--- src/hlc_pkg.sv ---
// Package: register map, encodings and carrier structs for the heating limit config bank
//
// Notes on behaviour
// - Keep a difference/inversion retry limit: maximum recycles before retry-limited response gives up.
// - Rate-limit enable: 0 no restriction, 1 restrict modulation near difference threshold.
// - Inversion tolerated at least inverse-limit time; register accepts 0 to 64800 seconds.
// - Inversion and rise responses: 0 lockout, 1 recycle+delay, 2 recycle+delay with retry.
// - Exchanger/outlet enable: 0 off, 1 limit, 2 inversion, 3 both.
// - Inlet/exchanger enable uses the same four-value encoding.
// - Exchanger/outlet threshold 0 to 130 degrees in 0.1 degree steps.
// - Exchanger temperature-rise limit active only while its enable holds 1.
// - Keep a rise retry limit: maximum recycles due to rise-limit trips.
// - Heating pump-force 1 forces heating pump off during anticondensation; 0 unchanged.
// - Hot-water pump-force 1 forces hot-water pump off; 0 normal control.
// - Priority map: set bit gives anticondensation precedence; bits 15..5 read zero.
// - Priority bits: 4 outlet high, 3 forced rate, 2 slow start, 1 difference, 0 stack.
// - Frost anticondensation performed only while its enable holds 1.
// - Time registers accept 0 to 64800 seconds; 0xFFFF means not configured, except on the inversion tolerate time, which refuses it.
// - Heating frost protection active only while its enable is 1.
// - Hot-water frost protection active only while its enable is 1.
package hlc_pkg;

  localparam int ADDR_W = 16;
  localparam int DATA_W = 16;

  // Register addresses
  localparam logic [15:0] A_DT_RETRY_LIMIT = 16'h01E5;
  localparam logic [15:0] A_DT_RATE_LIMIT_ENABLE = 16'h01E6;
  localparam logic [15:0] A_INVERSION_TOLERATE_TIME = 16'h01E7;
  localparam logic [15:0] A_INVERSION_RESPONSE = 16'h01E8;
  localparam logic [15:0] A_EXCH_OUT_DT_ENABLE = 16'h01E9;
  localparam logic [15:0] A_EXCH_OUT_DT_DEGREES = 16'h01EA;
  localparam logic [15:0] A_EXCH_RISE_ENABLE = 16'h01EB;
  localparam logic [15:0] A_RISE_RESPONSE = 16'h01EC;
  localparam logic [15:0] A_RISE_RETRY_LIMIT = 16'h01ED;
  localparam logic [15:0] A_IN_EXCH_DT_ENABLE = 16'h01EE;
  localparam logic [15:0] A_IN_EXCH_DT_DEGREES = 16'h01EF;
  localparam logic [15:0] A_HEAT_ANTICOND_ENABLE = 16'h01F0;
  localparam logic [15:0] A_HEAT_ANTICOND_SETPOINT = 16'h01F1;
  localparam logic [15:0] A_HEAT_ANTICOND_PUMP_OFF = 16'h01F2;
  localparam logic [15:0] A_WATER_ANTICOND_ENABLE = 16'h01F3;
  localparam logic [15:0] A_WATER_ANTICOND_SETPOINT = 16'h01F4;
  localparam logic [15:0] A_WATER_ANTICOND_PUMP_OFF = 16'h01F5;
  localparam logic [15:0] A_ANTICOND_PRIORITY_MAP = 16'h01F6;
  localparam logic [15:0] A_FROST_ANTICOND_ENABLE = 16'h01F7;
  localparam logic [15:0] A_STORAGE_ENABLE = 16'h01F8;
  localparam logic [15:0] A_STORAGE_TIME = 16'h01F9;
  localparam logic [15:0] A_STORAGE_SETPOINT = 16'h01FA;
  localparam logic [15:0] A_STORAGE_ON_HYST = 16'h01FB;
  localparam logic [15:0] A_STORAGE_OFF_HYST = 16'h01FC;
  localparam logic [15:0] A_WATER_PRIORITY_METHOD = 16'h01FD;
  localparam logic [15:0] A_RESERVED_BLOCK_A = 16'h01FE;
  localparam logic [15:0] A_RESERVED_BLOCK_A_END = 16'h01FF;
  localparam logic [15:0] A_CURVE_MAX_OUTDOOR = 16'h0200;
  localparam logic [15:0] A_CURVE_MIN_OUTDOOR = 16'h0201;
  localparam logic [15:0] A_CURVE_LOW_WATER = 16'h0202;
  localparam logic [15:0] A_CURVE_BOOST_TIME = 16'h0203;
  localparam logic [15:0] A_CURVE_MAX_OFF_POINT = 16'h0204;
  localparam logic [15:0] A_GROUP_CURVE_MAX_OUTDOOR = 16'h0205;
  localparam logic [15:0] A_GROUP_CURVE_MIN_OUTDOOR = 16'h0206;
  localparam logic [15:0] A_GROUP_CURVE_LOW_WATER = 16'h0207;
  localparam logic [15:0] A_GROUP_CURVE_BOOST_TIME = 16'h0208;
  localparam logic [15:0] A_GROUP_CURVE_MAX_OFF = 16'h0209;
  localparam logic [15:0] A_CURVE_BOOST_STEP = 16'h020A;
  localparam logic [15:0] A_CURVE_RECOVERY_STEP_TIME = 16'h020B;
  localparam logic [15:0] A_GROUP_CURVE_BOOST_STEP = 16'h020C;
  localparam logic [15:0] A_GROUP_CURVE_RECOVERY_TIME = 16'h020D;
  localparam logic [15:0] A_MIN_WATER_TEMP = 16'h020E;
  localparam logic [15:0] A_GROUP_CURVE_MIN_WATER = 16'h020F;
  localparam logic [15:0] A_HEAT_FROST_ENABLE = 16'h0210;
  localparam logic [15:0] A_WATER_FROST_ENABLE = 16'h0211;
  localparam logic [15:0] A_OUTDOOR_FROST_SETPOINT = 16'h0212;
  localparam logic [15:0] A_RESERVED_BLOCK_B = 16'h0213;

  // Bank window and storage size
  localparam logic [15:0] A_FIRST = 16'h01E5;
  localparam logic [15:0] A_LAST = 16'h0213;
  localparam int NUM_SLOTS = 47;

  // Reset value of every register (none documented)
  localparam logic [15:0] RST_VALUE = 16'h0000;

  // Limits and sentinels
  localparam logic [15:0] TIME_MAX_S = 16'hFD20;
  localparam logic [15:0] NOT_CONFIGURED = 16'hFFFF;
  localparam logic [15:0] DEGREES_MAX = 16'h0514;
  localparam logic [15:0] PRIORITY_MASK = 16'h001F;

  // Priority map bit positions
  localparam int PRI_STACK = 0;
  localparam int PRI_DIFF = 1;
  localparam int PRI_SLOW_START = 2;
  localparam int PRI_FORCED_RATE = 3;
  localparam int PRI_OUTLET_HIGH = 4;

  // Response encodings
  typedef enum logic [1:0] {
    HLC_RESP_LOCKOUT = 2'b00,
    HLC_RESP_RECYCLE = 2'b01,
    HLC_RESP_RETRY = 2'b10,
    HLC_RESP_BAD = 2'b11
  } hlc_resp_e;

  // Difference-limit enable encodings
  typedef enum logic [1:0] {
    HLC_DT_OFF = 2'b00,
    HLC_DT_LIMIT = 2'b01,
    HLC_DT_INVERSION = 2'b10,
    HLC_DT_BOTH = 2'b11
  } hlc_dt_e;

  // Register access request
  typedef struct packed {
    logic wr;
    logic rd;
    logic [15:0] addr;
    logic [15:0] wdata;
  } hlc_req_s;

  // Decoded settings for downstream control logic
  typedef struct packed {
    logic dt_rate_limit;
    logic exch_out_limit;
    logic exch_out_inversion;
    logic in_exch_limit;
    logic in_exch_inversion;
    logic rise_limit;
    hlc_resp_e inversion_resp;
    hlc_resp_e rise_resp;
    logic heat_pump_force_off;
    logic water_pump_force_off;
    logic [4:0] priority_map;
    logic frost_anticond;
    logic heat_frost;
    logic water_frost;
  } hlc_cfg_s;

endpackage : hlc_pkg

--- src/hlc_bank.sv ---
// Module: heating limit configuration register bank with decoded settings
`timescale 1ns/1ns
module hlc_bank #(
  parameter int NUM_SLOTS = hlc_pkg::NUM_SLOTS
) (
  input wire logic mclk,
  input wire logic rst,
  input wire hlc_pkg::hlc_req_s req,
  output hlc_pkg::hlc_req_s unused_echo,
  output logic rvalid,
  output logic wack,
  output logic wrejected,
  output logic [15:0] rdata,
  output hlc_pkg::hlc_cfg_s cfg
);

  // Storage: one word per address of the window
  logic [15:0] regs [NUM_SLOTS];
  logic [15:0] next_rdata;
  logic [5:0] idx;
  logic in_window;
  logic is_reserved;
  logic is_time;
  logic is_degrees;
  logic is_two_bit;
  logic is_one_bit;
  logic is_response;
  logic value_ok;
  logic [15:0] stored_value;
  hlc_pkg::hlc_cfg_s next_cfg;

  // Classify registers by value domain
  function automatic logic match_time(input logic [15:0] a);
    match_time = (a == hlc_pkg::A_STORAGE_TIME) || (a == hlc_pkg::A_CURVE_BOOST_TIME)
      || (a == hlc_pkg::A_GROUP_CURVE_BOOST_TIME) || (a == hlc_pkg::A_CURVE_RECOVERY_STEP_TIME)
      || (a == hlc_pkg::A_GROUP_CURVE_RECOVERY_TIME);
  endfunction : match_time

  function automatic logic match_one_bit(input logic [15:0] a);
    match_one_bit = (a == hlc_pkg::A_DT_RATE_LIMIT_ENABLE) || (a == hlc_pkg::A_EXCH_RISE_ENABLE)
      || (a == hlc_pkg::A_HEAT_ANTICOND_ENABLE) || (a == hlc_pkg::A_HEAT_ANTICOND_PUMP_OFF)
      || (a == hlc_pkg::A_WATER_ANTICOND_ENABLE) || (a == hlc_pkg::A_WATER_ANTICOND_PUMP_OFF)
      || (a == hlc_pkg::A_FROST_ANTICOND_ENABLE) || (a == hlc_pkg::A_STORAGE_ENABLE)
      || (a == hlc_pkg::A_WATER_PRIORITY_METHOD) || (a == hlc_pkg::A_HEAT_FROST_ENABLE)
      || (a == hlc_pkg::A_WATER_FROST_ENABLE);
  endfunction : match_one_bit

  // Address decode
  assign in_window = (req.addr >= hlc_pkg::A_FIRST) && (req.addr <= hlc_pkg::A_LAST);
  assign idx = in_window ? 6'(req.addr - hlc_pkg::A_FIRST) : 6'h00;
  assign is_reserved = ((req.addr >= hlc_pkg::A_RESERVED_BLOCK_A) && (req.addr <= hlc_pkg::A_RESERVED_BLOCK_A_END))
    || (req.addr == hlc_pkg::A_RESERVED_BLOCK_B);
  assign is_time = match_time(req.addr) || (req.addr == hlc_pkg::A_INVERSION_TOLERATE_TIME);
  assign is_degrees = (req.addr == hlc_pkg::A_EXCH_OUT_DT_DEGREES) || (req.addr == hlc_pkg::A_IN_EXCH_DT_DEGREES);
  assign is_two_bit = (req.addr == hlc_pkg::A_EXCH_OUT_DT_ENABLE) || (req.addr == hlc_pkg::A_IN_EXCH_DT_ENABLE);
  assign is_response = (req.addr == hlc_pkg::A_INVERSION_RESPONSE) || (req.addr == hlc_pkg::A_RISE_RESPONSE);
  assign is_one_bit = match_one_bit(req.addr);

  // Range check of written values; out-of-range writes leave the register untouched
  assign value_ok = is_time ? ((req.wdata <= hlc_pkg::TIME_MAX_S) ||
      ((req.wdata == hlc_pkg::NOT_CONFIGURED) && match_time(req.addr))) :
    is_degrees ? (req.wdata <= hlc_pkg::DEGREES_MAX) :
    is_two_bit ? (req.wdata[15:2] == 14'h0000) :
    is_response ? (req.wdata <= 16'h0002) :
    is_one_bit ? (req.wdata[15:1] == 15'h0000) :
    1'b1; // retry limits and temperatures take any value

  // Priority map keeps bits 15..5 at zero
  assign stored_value = (req.addr == hlc_pkg::A_ANTICOND_PRIORITY_MAP) ?
    (req.wdata & hlc_pkg::PRIORITY_MASK) : req.wdata;

  // Read mux; reserved and unmapped addresses read zero
  assign next_rdata = (in_window && !is_reserved) ? regs[idx] : 16'h0000;

  // Register writes
  always_ff @(posedge mclk or posedge rst) begin
    if (rst) begin
      for (int i = 0; i < NUM_SLOTS; i++) begin
        regs[i] <= hlc_pkg::RST_VALUE;
      end
    end else if (req.wr && in_window && !is_reserved && value_ok) begin
      regs[idx] <= stored_value;
    end
  end

  // Read and write answers, one cycle after the request
  always_ff @(posedge mclk or posedge rst) begin
    if (rst) begin
      rvalid <= 1'b0;
      wack <= 1'b0;
      wrejected <= 1'b0;
      rdata <= 16'h0000;
      unused_echo <= '0;
    end else begin
      rvalid <= req.rd;
      wack <= req.wr;
      wrejected <= req.wr && in_window && !is_reserved && !value_ok;
      rdata <= req.rd ? next_rdata : 16'h0000;
      unused_echo <= req;
    end
  end

  // Settings decode for the control logic
  assign next_cfg.dt_rate_limit = regs[6'(hlc_pkg::A_DT_RATE_LIMIT_ENABLE - hlc_pkg::A_FIRST)][0];
  assign next_cfg.exch_out_limit = regs[6'(hlc_pkg::A_EXCH_OUT_DT_ENABLE - hlc_pkg::A_FIRST)][0];
  assign next_cfg.exch_out_inversion = regs[6'(hlc_pkg::A_EXCH_OUT_DT_ENABLE - hlc_pkg::A_FIRST)][1];
  assign next_cfg.in_exch_limit = regs[6'(hlc_pkg::A_IN_EXCH_DT_ENABLE - hlc_pkg::A_FIRST)][0];
  assign next_cfg.in_exch_inversion = regs[6'(hlc_pkg::A_IN_EXCH_DT_ENABLE - hlc_pkg::A_FIRST)][1];
  assign next_cfg.rise_limit = regs[6'(hlc_pkg::A_EXCH_RISE_ENABLE - hlc_pkg::A_FIRST)][0];
  assign next_cfg.inversion_resp =
    hlc_pkg::hlc_resp_e'(regs[6'(hlc_pkg::A_INVERSION_RESPONSE - hlc_pkg::A_FIRST)][1:0]);
  assign next_cfg.rise_resp = hlc_pkg::hlc_resp_e'(regs[6'(hlc_pkg::A_RISE_RESPONSE - hlc_pkg::A_FIRST)][1:0]);
  assign next_cfg.heat_pump_force_off = regs[6'(hlc_pkg::A_HEAT_ANTICOND_PUMP_OFF - hlc_pkg::A_FIRST)][0];
  assign next_cfg.water_pump_force_off = regs[6'(hlc_pkg::A_WATER_ANTICOND_PUMP_OFF - hlc_pkg::A_FIRST)][0];
  assign next_cfg.priority_map = regs[6'(hlc_pkg::A_ANTICOND_PRIORITY_MAP - hlc_pkg::A_FIRST)][4:0];
  assign next_cfg.frost_anticond = regs[6'(hlc_pkg::A_FROST_ANTICOND_ENABLE - hlc_pkg::A_FIRST)][0];
  assign next_cfg.heat_frost = regs[6'(hlc_pkg::A_HEAT_FROST_ENABLE - hlc_pkg::A_FIRST)][0];
  assign next_cfg.water_frost = regs[6'(hlc_pkg::A_WATER_FROST_ENABLE - hlc_pkg::A_FIRST)][0];

  // Registered settings so outputs come from flops
  always_ff @(posedge mclk or posedge rst) begin
    if (rst) begin
      cfg <= '0;
    end else begin
      cfg <= next_cfg;
    end
  end

endmodule : hlc_bank

--- config.mk ---
export PLATFORM = sky130hd
export DESIGN_NAME = hlc_bank
export DESIGN_NICKNAME = d
export VERILOG_FILES = /design/src/hlc_pkg.sv /design/src/hlc_bank.sv
export SDC_FILE = /design/constraint.sdc
export NUM_CORES = 2
export LEC_CHECK = 0
export ABC_AREA = 1
export BUFFER_PORTS_ARGS = -buffer_cell sky130_fd_sc_hd__buf_2
export CAP_MARGIN = 20
export CORE_MARGIN = 10
export CORE_UTILIZATION = 57
export DETAILED_ROUTE_END_ITERATION = 16
export PLACE_DENSITY = 0.83
export SETUP_SLACK_MARGIN = 0.15
export SYNTH_ARGS = -nofsm -noshare
export SYNTH_HDL_FRONTEND = slang
export SYNTH_SLANG_ARGS = --single-unit
--- constraint.sdc ---
create_clock -name mclk -period 26.1 [get_ports mclk]
set_input_delay 2.61 -clock mclk [delete_from_list [all_inputs] [get_ports mclk]]
set_output_delay 2.61 -clock mclk [all_outputs]
set_load 0.005 [all_outputs]
==> reports/results.ini <==
[status]
outcome = complete, no violations

[layout]
drive_above_1_share_pct = 8.65
multiInputGateArea_mm2 = 0.0156
fillers = 5600
seqCellArea_mm2 = 0.0206
nets = 4889
area_growth_syn_to_layout_pct = 8.85

[yosys]
ys_warn_count = 0
synth_xor_xnor_area_share_pct = 0.0673
synthAdderAreaFrac_pct = 0.160
syn_nets = 5031
ys_seq_elements = 823
ys_seq_area_share_pct = 52.8
synth_top_family_by_area = simple AND/OR/NAND/NOR gates
syn_avg_cell_area_um2 = 7.82
synth_simple_gate_area_share_pct = 27.6
synth_cell_types = 40
synth_compound_area_share_pct = 11.9
syn_area_mm2 = 0.0390
syn_inst = 4990
synthMuxAreaShare_pct = 0

[critical_path]
critical_path_class = input pin to flop
r2r_start = regs[671]
endpoint = regs[211]
arrival_ns = 7.87
cp-startpoint = req[16]
crit_required_ns = 26.57
worstReg2RegEnd = rdata[15]
rrSetupSlack_ns = 24.33
start_kind = input pin
crit_fanout = 71
cp-end-kind = flop
rr_worst_depth = 10

[timing]
worst_slack_ns = 18.71
min_period_ns = 7.39
whs_ns = 0.409
drv_slew = 0
setup-tns-final_ns = 0
worst_slew_pin_slew_ns = 1.09
final_hold_viol_count = 0
max_freq_mhz = 135
setup_viol = 0
maxSlewHeadroom_pct = 27.4
period_share_pct = 28.3
finClkSkew_ns = 0.0183
grt_setup_unrepaired = no

[global_route]
grt_pass1_vias = 32800
antenna_found_initial = 6
grt_max_degree = 182
grt-ovfl-total = 0
grt_util_all_layers_pct = 29.0
grt_pass1_wl_um = 184000

[cts]
clk_pin_slew_ns = 0.06
tritoncts = built
postCtsSetupBuffers = 0
cts_buffer_depth = 3
ctsResizeCount = 0
worstSkewPairLatency_ns = 0.64
h-tree-depth = 3
cts.sinks = 823
cts-root-buf = clkbuf_16
cts_hold_buffers = 0
numCtsBuffers = 86

[routing]
drtPass1Iterations = 6
drt_iter0_drc = 4934
route.detailed.drc = 0
wire_per_inst_um = 20.0
final_antenna_net_count = 0
vias = 34900
wirelength_um = 115000
viasPerCell = 6.03

[pwr]
p_per_area_mw_per_mm2 = 62.1
leakage_nw = 19.9
power_mw = 2.64
peakVddDrop_v = 0.0000501

[run]
drv_cap = 0

[die]
die_w_um = 282
die-area_mm2 = 0.0793
start_util_pct = 57.8
core_mm2 = 0.0675
rows = 95
die_h_um = 282
num_io_pins = 109

[placement]
place_ws_ns = 18.15
io_buffers = 108
dp_hpwl_um = 66200
gp_congestion = 0.889

[worst_hold_path]
min_path_type = flop to flop

how the worst min path moves through the flow:
stage / from / end / cells past startpoint / slack, ns
after floorplan: next_cfg[10] / cfg[10] / 0 / 0.37
after global placement: next_cfg[10] / cfg[10] / 0 / 0.39
after detailed placement: next_cfg[10] / cfg[10] / 0 / 0.40
after CTS: next_cfg[10] / cfg[10] / 0 / 0.41
after global routing: next_cfg[7] / cfg[7] / 0 / 0.42
final: next_cfg[9] / cfg[9] / 0 / 0.41
final cells by class:
cell class,count,area share (%)
repair buffers,195,3.03
inverters,287,2.57
diodes,1,0.00589
multi-input cells,3455,36.6
flip-flops and latches,823,48.5
well taps,873,2.57
clock inverters,28,0.889
clock buffers,123,5.84
Yosys cell counts (all sizes together):
| library cell | n | area share (%) |
|---|---|---|
| a21boi | 1 | 0.019 |
| a21oi | 19 | 0.24 |
| buf | 201 | 2.6 |
| clkbuf | 224 | 2.2 |
| clkinv | 1 | 0.0096 |
| dfrtp | 823 | 53 |
| ha | 5 | 0.16 |
| inv | 286 | 2.8 |
| nand2 | 1696 | 16 |
| nand3 | 213 | 2.9 |
| nand3b | 1 | 0.019 |
| nand4 | 284 | 4.7 |
| nor2 | 288 | 2.9 |
| nor3 | 9 | 0.13 |
| nor4 | 3 | 0.048 |
| o2111ai | 1 | 0.022 |
| o211ai | 3 | 0.071 |
| o21ai | 898 | 12 |
| o21bai | 1 | 0.019 |
| o22ai | 1 | 0.016 |
| o31ai | 1 | 0.019 |
| or2 | 27 | 0.43 |
| or3b | 1 | 0.022 |
| xnor2 | 1 | 0.022 |
| xor2 | 2 | 0.045 |
report_power, final:
group	switching, mW	internal [mW]	leakage [nW]
Sequential	0.00206	1.28	11.4
Clock	0.508	0.748	1.41
Combinational	0.0831	0.0153	7.09
cell usage in the layout (no fill, tap or decap), types with 16 or more instances in the layout:
| cell type | netlist | final |
|---|---|---|
| dfrtp_1 | 823 | 823 |
| nand2_1 | 1691 | 1679 |
| a21oi_1 | 19 | 19 |
| o21ai_1 | 630 | 630 |
| buf_4 | 10 | 78 |
| clkbuf_8 | 0 | 17 |
| clkbuf_16 | 0 | 87 |
| nand2_2 | 4 | 16 |
| or2_2 | 27 | 27 |
| buf_2 | 172 | 108 |
| nor2_1 | 276 | 276 |
| o21ai_0 | 268 | 268 |
| nand3_1 | 203 | 203 |
| clkbuf_1 | 224 | 19 |
| inv_1 | 273 | 267 |
| inv_2 | 13 | 18 |
| nand4_1 | 275 | 275 |
critical path: stages:
cell	delay [ns]
buf_2	0.17
clkinv_4	0.41
ha_1	0.44
nor2_1	0.17
nor2_2	0.07
nand2_1	0.06
nand2_1	0.08
nand3_4	0.51
nand3_4	0.76
inv_2	0.61
nand2_1	0.59
nor2_1	0.31
nand4_2	0.67
nand2_1	0.26
o21ai_1	0.09
metrics by stage:
step	std cells	instance area, um2	utilization [%]
CTS	5782	42400	62.9
floorplan	4990	39000	-
finish	5785	42500	62.9
global placement	5626	39500	58.5
detailed placement	5631	39600	58.6
global route	5785	42500	62.9
kinds of logic (layout without fill, tap and decap cells):
group / count (synthesis) / after routing
other: 0 / 1
XOR/XNOR: 3 / 3
adder cells (fa/ha/maj): 5 / 5
AO/OA/AOI/OAI: 925 / 925
AND/OR/NAND/NOR: 2522 / 2522
flip-flops: 823 / 823
buffers and inverters: 712 / 633
metal layers:
| metal | track usage (%) | up-vias | wire, um |
|---|---|---|---|
| met5 | 0 | - | 52 |
| met4 | 15.2 | 6 | 5570 |
| met3 | 6.50 | 328 | 13500 |
| met2 | 43.4 | 2036 | 50900 |
| met1 | 39.4 | 16600 | 45400 |
| li1 | - | 16000 | - |
flip-flops by register name, summed over array words and instances, names as in the netlist:
register	flops
next_cfg	20
wrejected	1
regs	732
unused_echo	32
cfg	20
rdata	16
wack	1
rvalid	1
No activity file was read; power rests on OpenSTA's default activity.
